--- config.mk ---
export PLATFORM = sky130hd
export DESIGN_NAME = pss_sequencer
export DESIGN_NICKNAME = d
export VERILOG_FILES = /design/src/rtl/pss_pkg.sv /design/src/rtl/pss_ip_next.sv /design/src/rtl/pss_sequencer.sv
export SDC_FILE = /design/constraint.sdc
export NUM_CORES = 1
export LEC_CHECK = 0
export BUFFER_PORTS_ARGS = -buffer_cell sky130_fd_sc_hd__buf_2
export CORE_UTILIZATION = 40
export CTS_BUF_LIST = sky130_fd_sc_hd__clkbuf_8
export CTS_CLUSTER_DIAMETER = 200
export CTS_CLUSTER_SIZE = 30
export DETAILED_ROUTE_END_ITERATION = 10
export PLACE_DENSITY = 0.66
export SKIP_CTS_REPAIR_TIMING = 1
export SLEW_MARGIN = 15
export SYNTH_ARGS = -nofsm -noshare
export SYNTH_HDL_FRONTEND = slang
export SYNTH_SLANG_ARGS = --single-unit
--- constraint.sdc ---
create_clock -name i_core_clk -period 4.6 [get_ports i_core_clk]
set_input_delay 0.92 -clock i_core_clk [delete_from_list [all_inputs] [get_ports i_core_clk]]
set_output_delay 0.92 -clock i_core_clk [all_outputs]
set_load 0.1 [all_outputs]
--- src/rtl/pss_pkg.sv ---
/*
  shared types and constants for the program sequencer and call stack unit.
  assumes a single core clock domain and an external data ram port.
*/
package pss_pkg;

  localparam int unsigned IP_W         = 14;
  localparam int unsigned PAGE_W       = 8;
  localparam int unsigned HI_W         = 6;
  localparam int unsigned SP_W         = 8;
  localparam int unsigned DATA_W       = 8;

  localparam logic [13:0] IP_RST       = 14'h0000;
  localparam logic [7:0]  SP_RST       = 8'h00;
  localparam logic [7:0]  ACC_RST      = 8'h00;
  localparam logic [7:0]  IDX_RST      = 8'h00;
  localparam logic        IE_RST       = 1'b0;

  // second frame byte layout
  localparam int unsigned HI_POS       = 0;
  localparam int unsigned CARRY_POS    = 6;
  localparam int unsigned ZERO_POS     = 7;

  // one step of the pointer or length
  localparam logic [7:0]  ONE_8        = 8'h01;
  localparam logic [7:0]  TWO_8        = 8'h02;
  localparam logic [5:0]  ONE_6        = 6'h01;

  // operations presented by the decode stage
  typedef enum logic [3:0] {
    PSS_OP_SEQ      = 4'h0,
    PSS_OP_PAGE_ADV = 4'h1,
    PSS_OP_BRANCH   = 4'h2,
    PSS_OP_CALL     = 4'h3,
    PSS_OP_RET      = 4'h4,
    PSS_OP_INTERRUPT_EXIT_OP     = 4'h5,
    PSS_OP_SP_LOAD  = 4'h6,
    PSS_OP_INT_ACK  = 4'h7,
    PSS_OP_WR_ACC   = 4'h8,
    PSS_OP_WR_IDX   = 4'h9,
    PSS_OP_DI       = 4'hA,
    PSS_OP_EI       = 4'hB
  } pss_op_e;

  typedef struct packed {
    pss_op_e     op;
    logic        len_two;
    logic [13:0] target;
    logic [7:0]  data;
  } pss_cmd_s;

  typedef struct packed {
    logic        wr;
    logic        rd;
    logic [7:0]  addr;
    logic [7:0]  wdata;
  } pss_ram_s;

endpackage : pss_pkg

--- src/rtl/pss_ip_next.sv ---
/*
  combinational next value of the instruction pointer for plain advance.
  assumes the caller registers the result.
*/
`timescale 1ns/10ps
module pss_ip_next
(
  // current pointer and controls
  input  wire logic [13:0] i_ip,
  input  wire logic        i_len_two,
  input  wire logic        i_page_adv,
  // result
  output logic      [13:0] o_ip
);

  logic [7:0] low_step;
  logic [7:0] low_sum;
  logic [5:0] hi_next;

  always_comb
  begin
    low_step = i_len_two ? pss_pkg::TWO_8 : pss_pkg::ONE_8;
    low_sum  = i_ip[7:0] + low_step;
    hi_next  = i_page_adv ? (i_ip[13:8] + pss_pkg::ONE_6) : i_ip[13:8];
    o_ip     = {hi_next, low_sum};
  end

endmodule : pss_ip_next

--- src/rtl/pss_sequencer.sv ---
/*
  program sequencer: instruction pointer, accumulator, index register,
  call stack pointer and frame push/pop through data ram.
  assumes decode presents one command per i_cmd_valid pulse while o_busy is low,
  and that ram read data is valid the cycle after a read request.
*/
// Notes on behaviour
// - instruction pointer is fourteen bits, covering sixteen kilobytes of program.
// - reset clears the instruction pointer to address zero.
// - sequential advance only changes the low eight pointer bits.
// - upper six bits advance only on the page advance operation.
// - pointer advances by one or two per instruction length.
// - interrupt acknowledge and call push next address plus carry and zero.
// - only interrupt exit restores both pointer and flags.
// - no firmware path to the pointer; frames sit in ram from zero.
// - reset clears the call stack pointer; stack grows upward.
// - stack pointer load copies the accumulator into the stack pointer.
// - interrupt acknowledge disables interrupts while saving the frame.
// - push writes byte one, increments, writes byte two, increments.
// - interrupt exit decrements, reads byte two, decrements, reads byte one.
// - interrupt exit re-enables interrupts on the same edge that restores pointer and flags.
// - call pushes pointer and flags and raises stack pointer by two.
// - subroutine exit restores pointer only, flags kept, pointer lowered two.
// - eight bit index register, auxiliary accumulator and index source.
// - eight bit accumulator holds general results.
// - targets crossing the four kilobyte boundary need not be supported.
`timescale 1ns/10ps
module pss_sequencer
(
  // clock and reset
  input  wire logic              i_core_clk,
  input  wire logic              i_resetn,
  // command from decode
  input  wire logic              i_cmd_valid,
  input  wire pss_pkg::pss_cmd_s i_cmd,
  input  wire logic              i_carry,
  input  wire logic              i_zero,
  // data ram
  input  wire logic [7:0]        i_ram_rdata,
  output pss_pkg::pss_ram_s      o_ram,
  // state out
  output logic [13:0]            o_ip,
  output logic [7:0]             o_acc,
  output logic [7:0]             o_idx,
  output logic [7:0]             o_sp,
  output logic                   o_int_en,
  output logic                   o_flags_load,
  output logic                   o_carry,
  output logic                   o_zero,
  output logic                   o_busy
);

  typedef enum logic [6:0] {
    ST_IDLE  = 7'b0000001,
    ST_PUSH1 = 7'b0000010,
    ST_PUSH2 = 7'b0000100,
    ST_POP2R = 7'b0001000,
    ST_POP2D = 7'b0010000,
    ST_POP1R = 7'b0100000,
    ST_POP1D = 7'b1000000
  } pss_st_e;

  pss_st_e           st_ff;
  pss_st_e           nxt_st;
  logic [13:0]       ip_ff;
  logic [13:0]       ret_ip_ff;
  logic [1:0]        ret_flags_ff;
  logic              is_interrupt_exit_op_ff;
  logic [7:0]        hi_byte_ff;
  logic [7:0]        acc_ff;
  logic [7:0]        idx_ff;
  logic [7:0]        sp_ff;
  logic              ie_ff;
  logic              fl_ld_ff;
  logic              carry_ff;
  logic              zero_ff;
  pss_pkg::pss_ram_s ram_ff;
  logic [13:0]       seq_ip;
  logic              take;
  logic              take_push;
  logic              take_pop;
  logic              take_call;
  logic              take_ack;
  logic              take_interrupt_exit_op;
  logic              take_sp_load;
  logic              take_wr_acc;
  logic              take_wr_idx;
  logic              take_di;
  logic              take_ei;
  logic [7:0]        push_lo;
  logic [7:0]        push_hi;
  logic              pop_done;
  logic              restore_all;
  logic              busy_ff;

  function automatic logic [7:0] sp_step(input logic [7:0] sp, input logic up);
    sp_step = up ? sp + pss_pkg::ONE_8 : sp - pss_pkg::ONE_8;
  endfunction : sp_step

  // frame commands move two bytes through ram
  function automatic logic is_push_op(input pss_pkg::pss_op_e op);
    is_push_op = (op == pss_pkg::PSS_OP_CALL) || (op == pss_pkg::PSS_OP_INT_ACK);
  endfunction : is_push_op

  function automatic logic is_pop_op(input pss_pkg::pss_op_e op);
    is_pop_op = (op == pss_pkg::PSS_OP_RET) || (op == pss_pkg::PSS_OP_INTERRUPT_EXIT_OP);
  endfunction : is_pop_op

  assign take = i_cmd_valid && (st_ff == ST_IDLE);

  // one strobe per command, high only in the cycle it is taken
  assign take_push    = take && is_push_op(i_cmd.op);
  assign take_pop     = take && is_pop_op(i_cmd.op);
  assign take_call    = take && (i_cmd.op == pss_pkg::PSS_OP_CALL);
  assign take_ack     = take && (i_cmd.op == pss_pkg::PSS_OP_INT_ACK);
  assign take_interrupt_exit_op    = take && (i_cmd.op == pss_pkg::PSS_OP_INTERRUPT_EXIT_OP);
  assign take_sp_load = take && (i_cmd.op == pss_pkg::PSS_OP_SP_LOAD);
  assign take_wr_acc  = take && (i_cmd.op == pss_pkg::PSS_OP_WR_ACC);
  assign take_wr_idx  = take && (i_cmd.op == pss_pkg::PSS_OP_WR_IDX);
  assign take_di      = take && (i_cmd.op == pss_pkg::PSS_OP_DI);
  assign take_ei      = take && (i_cmd.op == pss_pkg::PSS_OP_EI);

  // frame bytes: pointer low first, high bits under the flags second
  assign push_lo     = take_call ? seq_ip[7:0] : ip_ff[7:0];
  assign push_hi     = {ret_flags_ff, ret_ip_ff[13:8]};
  assign pop_done    = (st_ff == ST_POP1D);
  assign restore_all = pop_done && is_interrupt_exit_op_ff;

  pss_ip_next i_pss_ip_next
  (
    .i_ip       (ip_ff),
    .i_len_two  (i_cmd.len_two),
    .i_page_adv (i_cmd.op == pss_pkg::PSS_OP_PAGE_ADV),
    .o_ip       (seq_ip)
  );

  // frame state machine
  always_comb
  begin
    nxt_st = st_ff;
    unique case (st_ff)
      ST_IDLE:
      begin
        if (take_push)
          nxt_st = ST_PUSH1;
        else if (take_pop)
          nxt_st = ST_POP2R;
      end
      ST_PUSH1: nxt_st = ST_PUSH2;
      ST_PUSH2: nxt_st = ST_IDLE;
      ST_POP2R: nxt_st = ST_POP2D;
      ST_POP2D: nxt_st = ST_POP1R;
      ST_POP1R: nxt_st = ST_POP1D;
      ST_POP1D: nxt_st = ST_IDLE;
      default:  nxt_st = ST_IDLE;
    endcase
  end

  always_ff @(posedge i_core_clk or negedge i_resetn)
  begin
    if (!i_resetn)
      st_ff <= ST_IDLE;
    else
      st_ff <= nxt_st;
  end

  // return frame capture
  always_ff @(posedge i_core_clk or negedge i_resetn)
  begin
    if (!i_resetn)
    begin
      ret_ip_ff    <= pss_pkg::IP_RST;
      ret_flags_ff <= 2'h0;
      is_interrupt_exit_op_ff   <= 1'b0;
    end
    else if (take)
    begin
      // call returns past itself; acknowledge returns to the pending fetch
      ret_ip_ff    <= (i_cmd.op == pss_pkg::PSS_OP_CALL) ? seq_ip : ip_ff;
      ret_flags_ff <= {i_zero, i_carry};
      is_interrupt_exit_op_ff   <= take_interrupt_exit_op;
    end
  end

  // instruction pointer
  always_ff @(posedge i_core_clk or negedge i_resetn)
  begin
    if (!i_resetn)
      ip_ff <= pss_pkg::IP_RST;
    else if (st_ff == ST_POP1D)
      ip_ff <= {hi_byte_ff[pss_pkg::HI_POS +: 6], i_ram_rdata};
    else if (take)
    begin
      unique case (i_cmd.op)
        pss_pkg::PSS_OP_BRANCH,
        pss_pkg::PSS_OP_CALL:    ip_ff <= i_cmd.target;
        pss_pkg::PSS_OP_INT_ACK,
        pss_pkg::PSS_OP_RET,
        pss_pkg::PSS_OP_INTERRUPT_EXIT_OP:    ip_ff <= ip_ff;
        default:                 ip_ff <= seq_ip;
      endcase
    end
  end

  // second byte held until the first arrives
  always_ff @(posedge i_core_clk or negedge i_resetn)
  begin
    if (!i_resetn)
      hi_byte_ff <= 8'h00;
    else if (st_ff == ST_POP2D)
      hi_byte_ff <= i_ram_rdata;
  end

  // accumulator, loaded with write-back results
  always_ff @(posedge i_core_clk or negedge i_resetn)
  begin
    if (!i_resetn)
      acc_ff <= pss_pkg::ACC_RST;
    else if (take_wr_acc)
      acc_ff <= i_cmd.data;
  end

  // index register, auxiliary accumulator and index source
  always_ff @(posedge i_core_clk or negedge i_resetn)
  begin
    if (!i_resetn)
      idx_ff <= pss_pkg::IDX_RST;
    else if (take_wr_idx)
      idx_ff <= i_cmd.data;
  end

  // call stack pointer
  always_ff @(posedge i_core_clk or negedge i_resetn)
  begin
    if (!i_resetn)
      sp_ff <= pss_pkg::SP_RST;
    else if (take_sp_load)
      sp_ff <= acc_ff;
    else if (st_ff == ST_PUSH1 || st_ff == ST_PUSH2)
      sp_ff <= sp_step(sp_ff, 1'b1);
    else if (take_pop)
      sp_ff <= sp_step(sp_ff, 1'b0);
    else if (st_ff == ST_POP2D)
      sp_ff <= sp_step(sp_ff, 1'b0);
  end

  // ram port, registered; address follows the pointer at each step
  always_ff @(posedge i_core_clk or negedge i_resetn)
  begin
    if (!i_resetn)
      ram_ff <= '0;
    else
    begin
      ram_ff.wr <= (nxt_st == ST_PUSH1) || (nxt_st == ST_PUSH2);
      ram_ff.rd <= (nxt_st == ST_POP2R) || (nxt_st == ST_POP1R);
      unique case (nxt_st)
        ST_PUSH1:
        begin
          ram_ff.addr  <= sp_ff;
          ram_ff.wdata <= push_lo;
        end
        ST_PUSH2:
        begin
          // pointer steps on this same edge, so write one above it
          ram_ff.addr  <= sp_step(sp_ff, 1'b1);
          ram_ff.wdata <= push_hi;
        end
        ST_POP2R,
        ST_POP1R:
        begin
          ram_ff.addr  <= sp_step(sp_ff, 1'b0);
          ram_ff.wdata <= 8'h00;
        end
        ST_IDLE,
        ST_POP2D,
        ST_POP1D:
        begin
          ram_ff.addr  <= sp_ff;
          ram_ff.wdata <= 8'h00;
        end
      endcase
    end
  end

  // interrupt enable
  always_ff @(posedge i_core_clk or negedge i_resetn)
  begin
    if (!i_resetn)
      ie_ff <= pss_pkg::IE_RST;
    else if (take_ack)
      ie_ff <= 1'b0;
    else if (restore_all)
      ie_ff <= 1'b1;
    else if (take_di)
      ie_ff <= 1'b0;
    else if (take_ei)
      ie_ff <= 1'b1;
  end

  // flag restore strobe, interrupt exit only
  always_ff @(posedge i_core_clk or negedge i_resetn)
  begin
    if (!i_resetn)
      fl_ld_ff <= 1'b0;
    else
      fl_ld_ff <= restore_all;
  end

  // restored flags, held until the next interrupt exit
  always_ff @(posedge i_core_clk or negedge i_resetn)
  begin
    if (!i_resetn)
    begin
      carry_ff <= 1'b0;
      zero_ff  <= 1'b0;
    end
    else if (restore_all)
    begin
      carry_ff <= hi_byte_ff[pss_pkg::CARRY_POS];
      zero_ff  <= hi_byte_ff[pss_pkg::ZERO_POS];
    end
  end

  // busy while a frame moves
  always_ff @(posedge i_core_clk or negedge i_resetn)
  begin
    if (!i_resetn)
      busy_ff <= 1'b0;
    else
      busy_ff <= (nxt_st != ST_IDLE);
  end

  // pointer leaves only as a fetch address, never to firmware
  assign o_ip         = ip_ff;
  assign o_acc        = acc_ff;
  assign o_idx        = idx_ff;
  assign o_sp         = sp_ff;
  assign o_int_en     = ie_ff;
  assign o_flags_load = fl_ld_ff;
  assign o_carry      = carry_ff;
  assign o_zero       = zero_ff;
  assign o_busy       = busy_ff;
  assign o_ram        = ram_ff;

endmodule : pss_sequencer

==> out/metrics.csv <==
metric;value;unit
CP Buf/Inv Count;2;
Clock Tree Buf Depth;2;
share of the yosys chip area belonging to registers;49.3;%
Worst R2R Path Depth;7;
leading cell type in the layout, fill and taps excluded;buf_2;
Cells after Synth;413;
Tmin final;2.76;ns
nets@finish;546;
Antenna Violating Nets Remaining;0;
initial core utilization;41.6;%
Leak Pwr;2.38;nW
Final Max Slew Viols;0;
worst path cell trace;nor4_1 -> nand3_1 -> inv_1 -> nor2_4 -> clkinv_2 -> o21ai_0 -> a221o_1;
Die Ht;106;um
initial antenna violation count;0;
hold path start;hi_byte_ff[7];
EDFF count, synth;0;
Max FO, Critical Path;16;
TritonCTS Buffers;9;
Residual DRC;0;
starting DRC count in detailed routing;165;
port buffer count;100;
CP peak stage delay;0.58;ns
Reg-to-Reg Start;st_ff[1];
R2R Setup Slk;1.84;ns
Final period util;60.1;%
die width;106;um
required time worst endpoint;4.86;ns
GRT Overall Usage;20.2;%
WHS Path Cells;2;
Crit Path Category;flop to flop;
fill count;999;
gr ovfl total;0;
PD cells;687;nW/um2
Synth Flop Type;dfrtp_1;
Pre-Repair DR Iteration Count;4;
Final Setup Violations;0;
slew margin rel.;45.8;%
Ports;101;
Vias;3450;
clock sink count;85;
Non-Filler Instances;641;
worst hold slack;0.480;ns
placed inst area;4880;um2
Syn Std Cell Area;4310;um2
WL final;10700;um
Synth top area share;48.7;%
Synth Net Count;459;
Max VDD drop;0.494;mV
area grow syn2layout;17.2;%
Fmax;362;MHz
Post-Syn Area per Cell;10.4;um2
max-cap violation count;0;
post-synth top area cell;dfrtp_1;
wire per inst;16.7;um
WHS Endpoint;hi_byte_ff[7];
Core ar.;10400;um2
vias in the first global route;3433;
Hold Crit Class;flop to flop;
DP HPWL;7620;um
CTS tree;done;
commonest non-fill, non-tap cells in the layout;buf_2 (99), dfrtp_1 (84), nand2_1 (53), mux2_2 (27), o21ai_0 (25);
FF+latch count, synth;85;
pin count of the biggest net entering global routing;56;
H-Tree Depth;3;
Crit-path slowest cell;inv_1;
total stage count of the critical path;7;
Sum Neg Setup Slack;0;ns
clock slew at reported path FFs;0.09;ns
share of layout cells above drive strength 1;31.5;%
first-pass GRT wire length;17400;um
Yosys cell types;53;
Setup crit end kind;flop;
RSZ-0062 raised after global routing;false;
Die ar.;11200;um2
placed instance count;625;
CTS root buffer;clkbuf_8;
Final Hold Viols;0;
reg-to-reg endpoint;o_ram[14];
synth top area cells;dfrtp_1 (49%), mux2_2 (7.0%), nand2_1 (4.6%);
# rows;37;
yosys warns;0;
outcome;completed;
final instance area;5060;um2
skew final;0.00817;ns
ant diodes;0;
Slew @ Worst Pin;0.811;ns
CP top delay family;simple AND/OR/NAND/NOR gates;
Placer Congestion;0.880;
Worst Path Arrival;3.02;ns
Clock Latency Late Sink;0.37;ns
Worst setup SP type;flop;
Post-synth ARST share;100;%
utilization after layout;48.8;%
DR vias/cell;5.38;
metrics by stage:
step | worst slack, ns | total power (W)
global placement | 1.58 | 0.00298
finish | 1.84 | 0.00347
floorplan | 1.95 | 0.00267
CTS | 1.81 | 0.00350
detailed placement | 1.52 | 0.00300
global route | 1.57 | 0.00363
how the worst max path moves through the flow:
stage,start,to,slack [ns]
floorplan,o_ip[0],o_ip[6],1.95
global placement,i_cmd_valid,o_idx[4],1.58
finish,st_ff[1],o_ram[14],1.84
detailed placement,i_cmd_valid,o_idx[1],1.52
CTS,st_ff[1],o_ram[14],1.81
global route,st_ff[1],o_ram[14],1.57
state kept, by name, summed over array words and instances (netlist names):
register                 flops
is_interrupt_exit_op_ff      1
o_sp                         8
o_carry                      1
ret_ip_ff                    6
hi_byte_ff                   8
o_flags_load                 1
o_busy                       1
o_zero                       1
st_ff                        7
o_idx                        8
o_ram                       18
o_ip                        14
ret_flags_ff                 2
o_int_en                     1
o_acc                        8
cells by family after synthesis:
family	count (synthesis)	share of synthesized area, %
flip-flops	85	49.3
AND/OR/NAND/NOR	132	16.4
XOR/XNOR	30	6.09
adder cells (fa/ha/maj)	6	1.91
multiplexers	31	7.98
buffers and inverters	41	4.12
AO/OA/AOI/OAI	88	14.2
cell type report:
type	count	area, um2	share of cell area, %
Clock buffer	9	124	2.45
Clock inverter	7	51.3	1.01
Inverter	15	57.6	1.14
Multi-Input combinational cell	287	2010	39.7
Sequential cell	85	2130	42.1
Tap cell	136	170	3.36
Timing Repair Buffer	102	518	10.2
power by group:
part	internal, W	switching [W]
registers	0.000927	0.000239
clock network	0.000198	0.000287
logic	0.000373	0.00145
total	0.00150	0.00198
layer usage:
metal	track usage (%)	vias up	part of all wire, %
met4	8.23	0	2.1
met5	0	-	0
li1	-	1652	-
met3	4.33	17	5.3
met2	33.8	105	48
met1	25.4	1676	44
cells in the mapped netlist, types with 2 or more instances:
| master | count |
|---|---|
| nor3b_1 | 3 |
| xnor2_1 | 16 |
| nor2_1 | 23 |
| nand4_1 | 4 |
| nand2_1 | 53 |
| mux2i_1 | 4 |
| ha_1 | 5 |
| a21oi_1 | 9 |
| a211oi_1 | 12 |
| or3_1 | 5 |
| nor4b_2 | 2 |
| or3b_2 | 2 |
| nor2b_1 | 3 |
| mux2_2 | 27 |
| a21o_1 | 4 |
| a221oi_1 | 2 |
| o22ai_1 | 6 |
| a22oi_1 | 8 |
| o21ai_0 | 25 |
| dfrtp_1 | 84 |
| o31ai_1 | 2 |
| and3_1 | 2 |
| a221o_1 | 12 |
| inv_1 | 14 |
| nor3_1 | 11 |
| nand3_1 | 4 |
| clkbuf_1 | 22 |
| nand2b_1 | 5 |
| buf_6 | 3 |
| xor2_1 | 14 |
| or4_1 | 2 |
| nor4_1 | 4 |
worst reg2reg max path, delay by kind of cell, from the launching register on:
family	cells	cell delay, ns
buf+inv	2	0.79
simple gates	3	0.96
flops	1	0.48
compound gates	2	0.44
(Power assumes the default switching activity.)
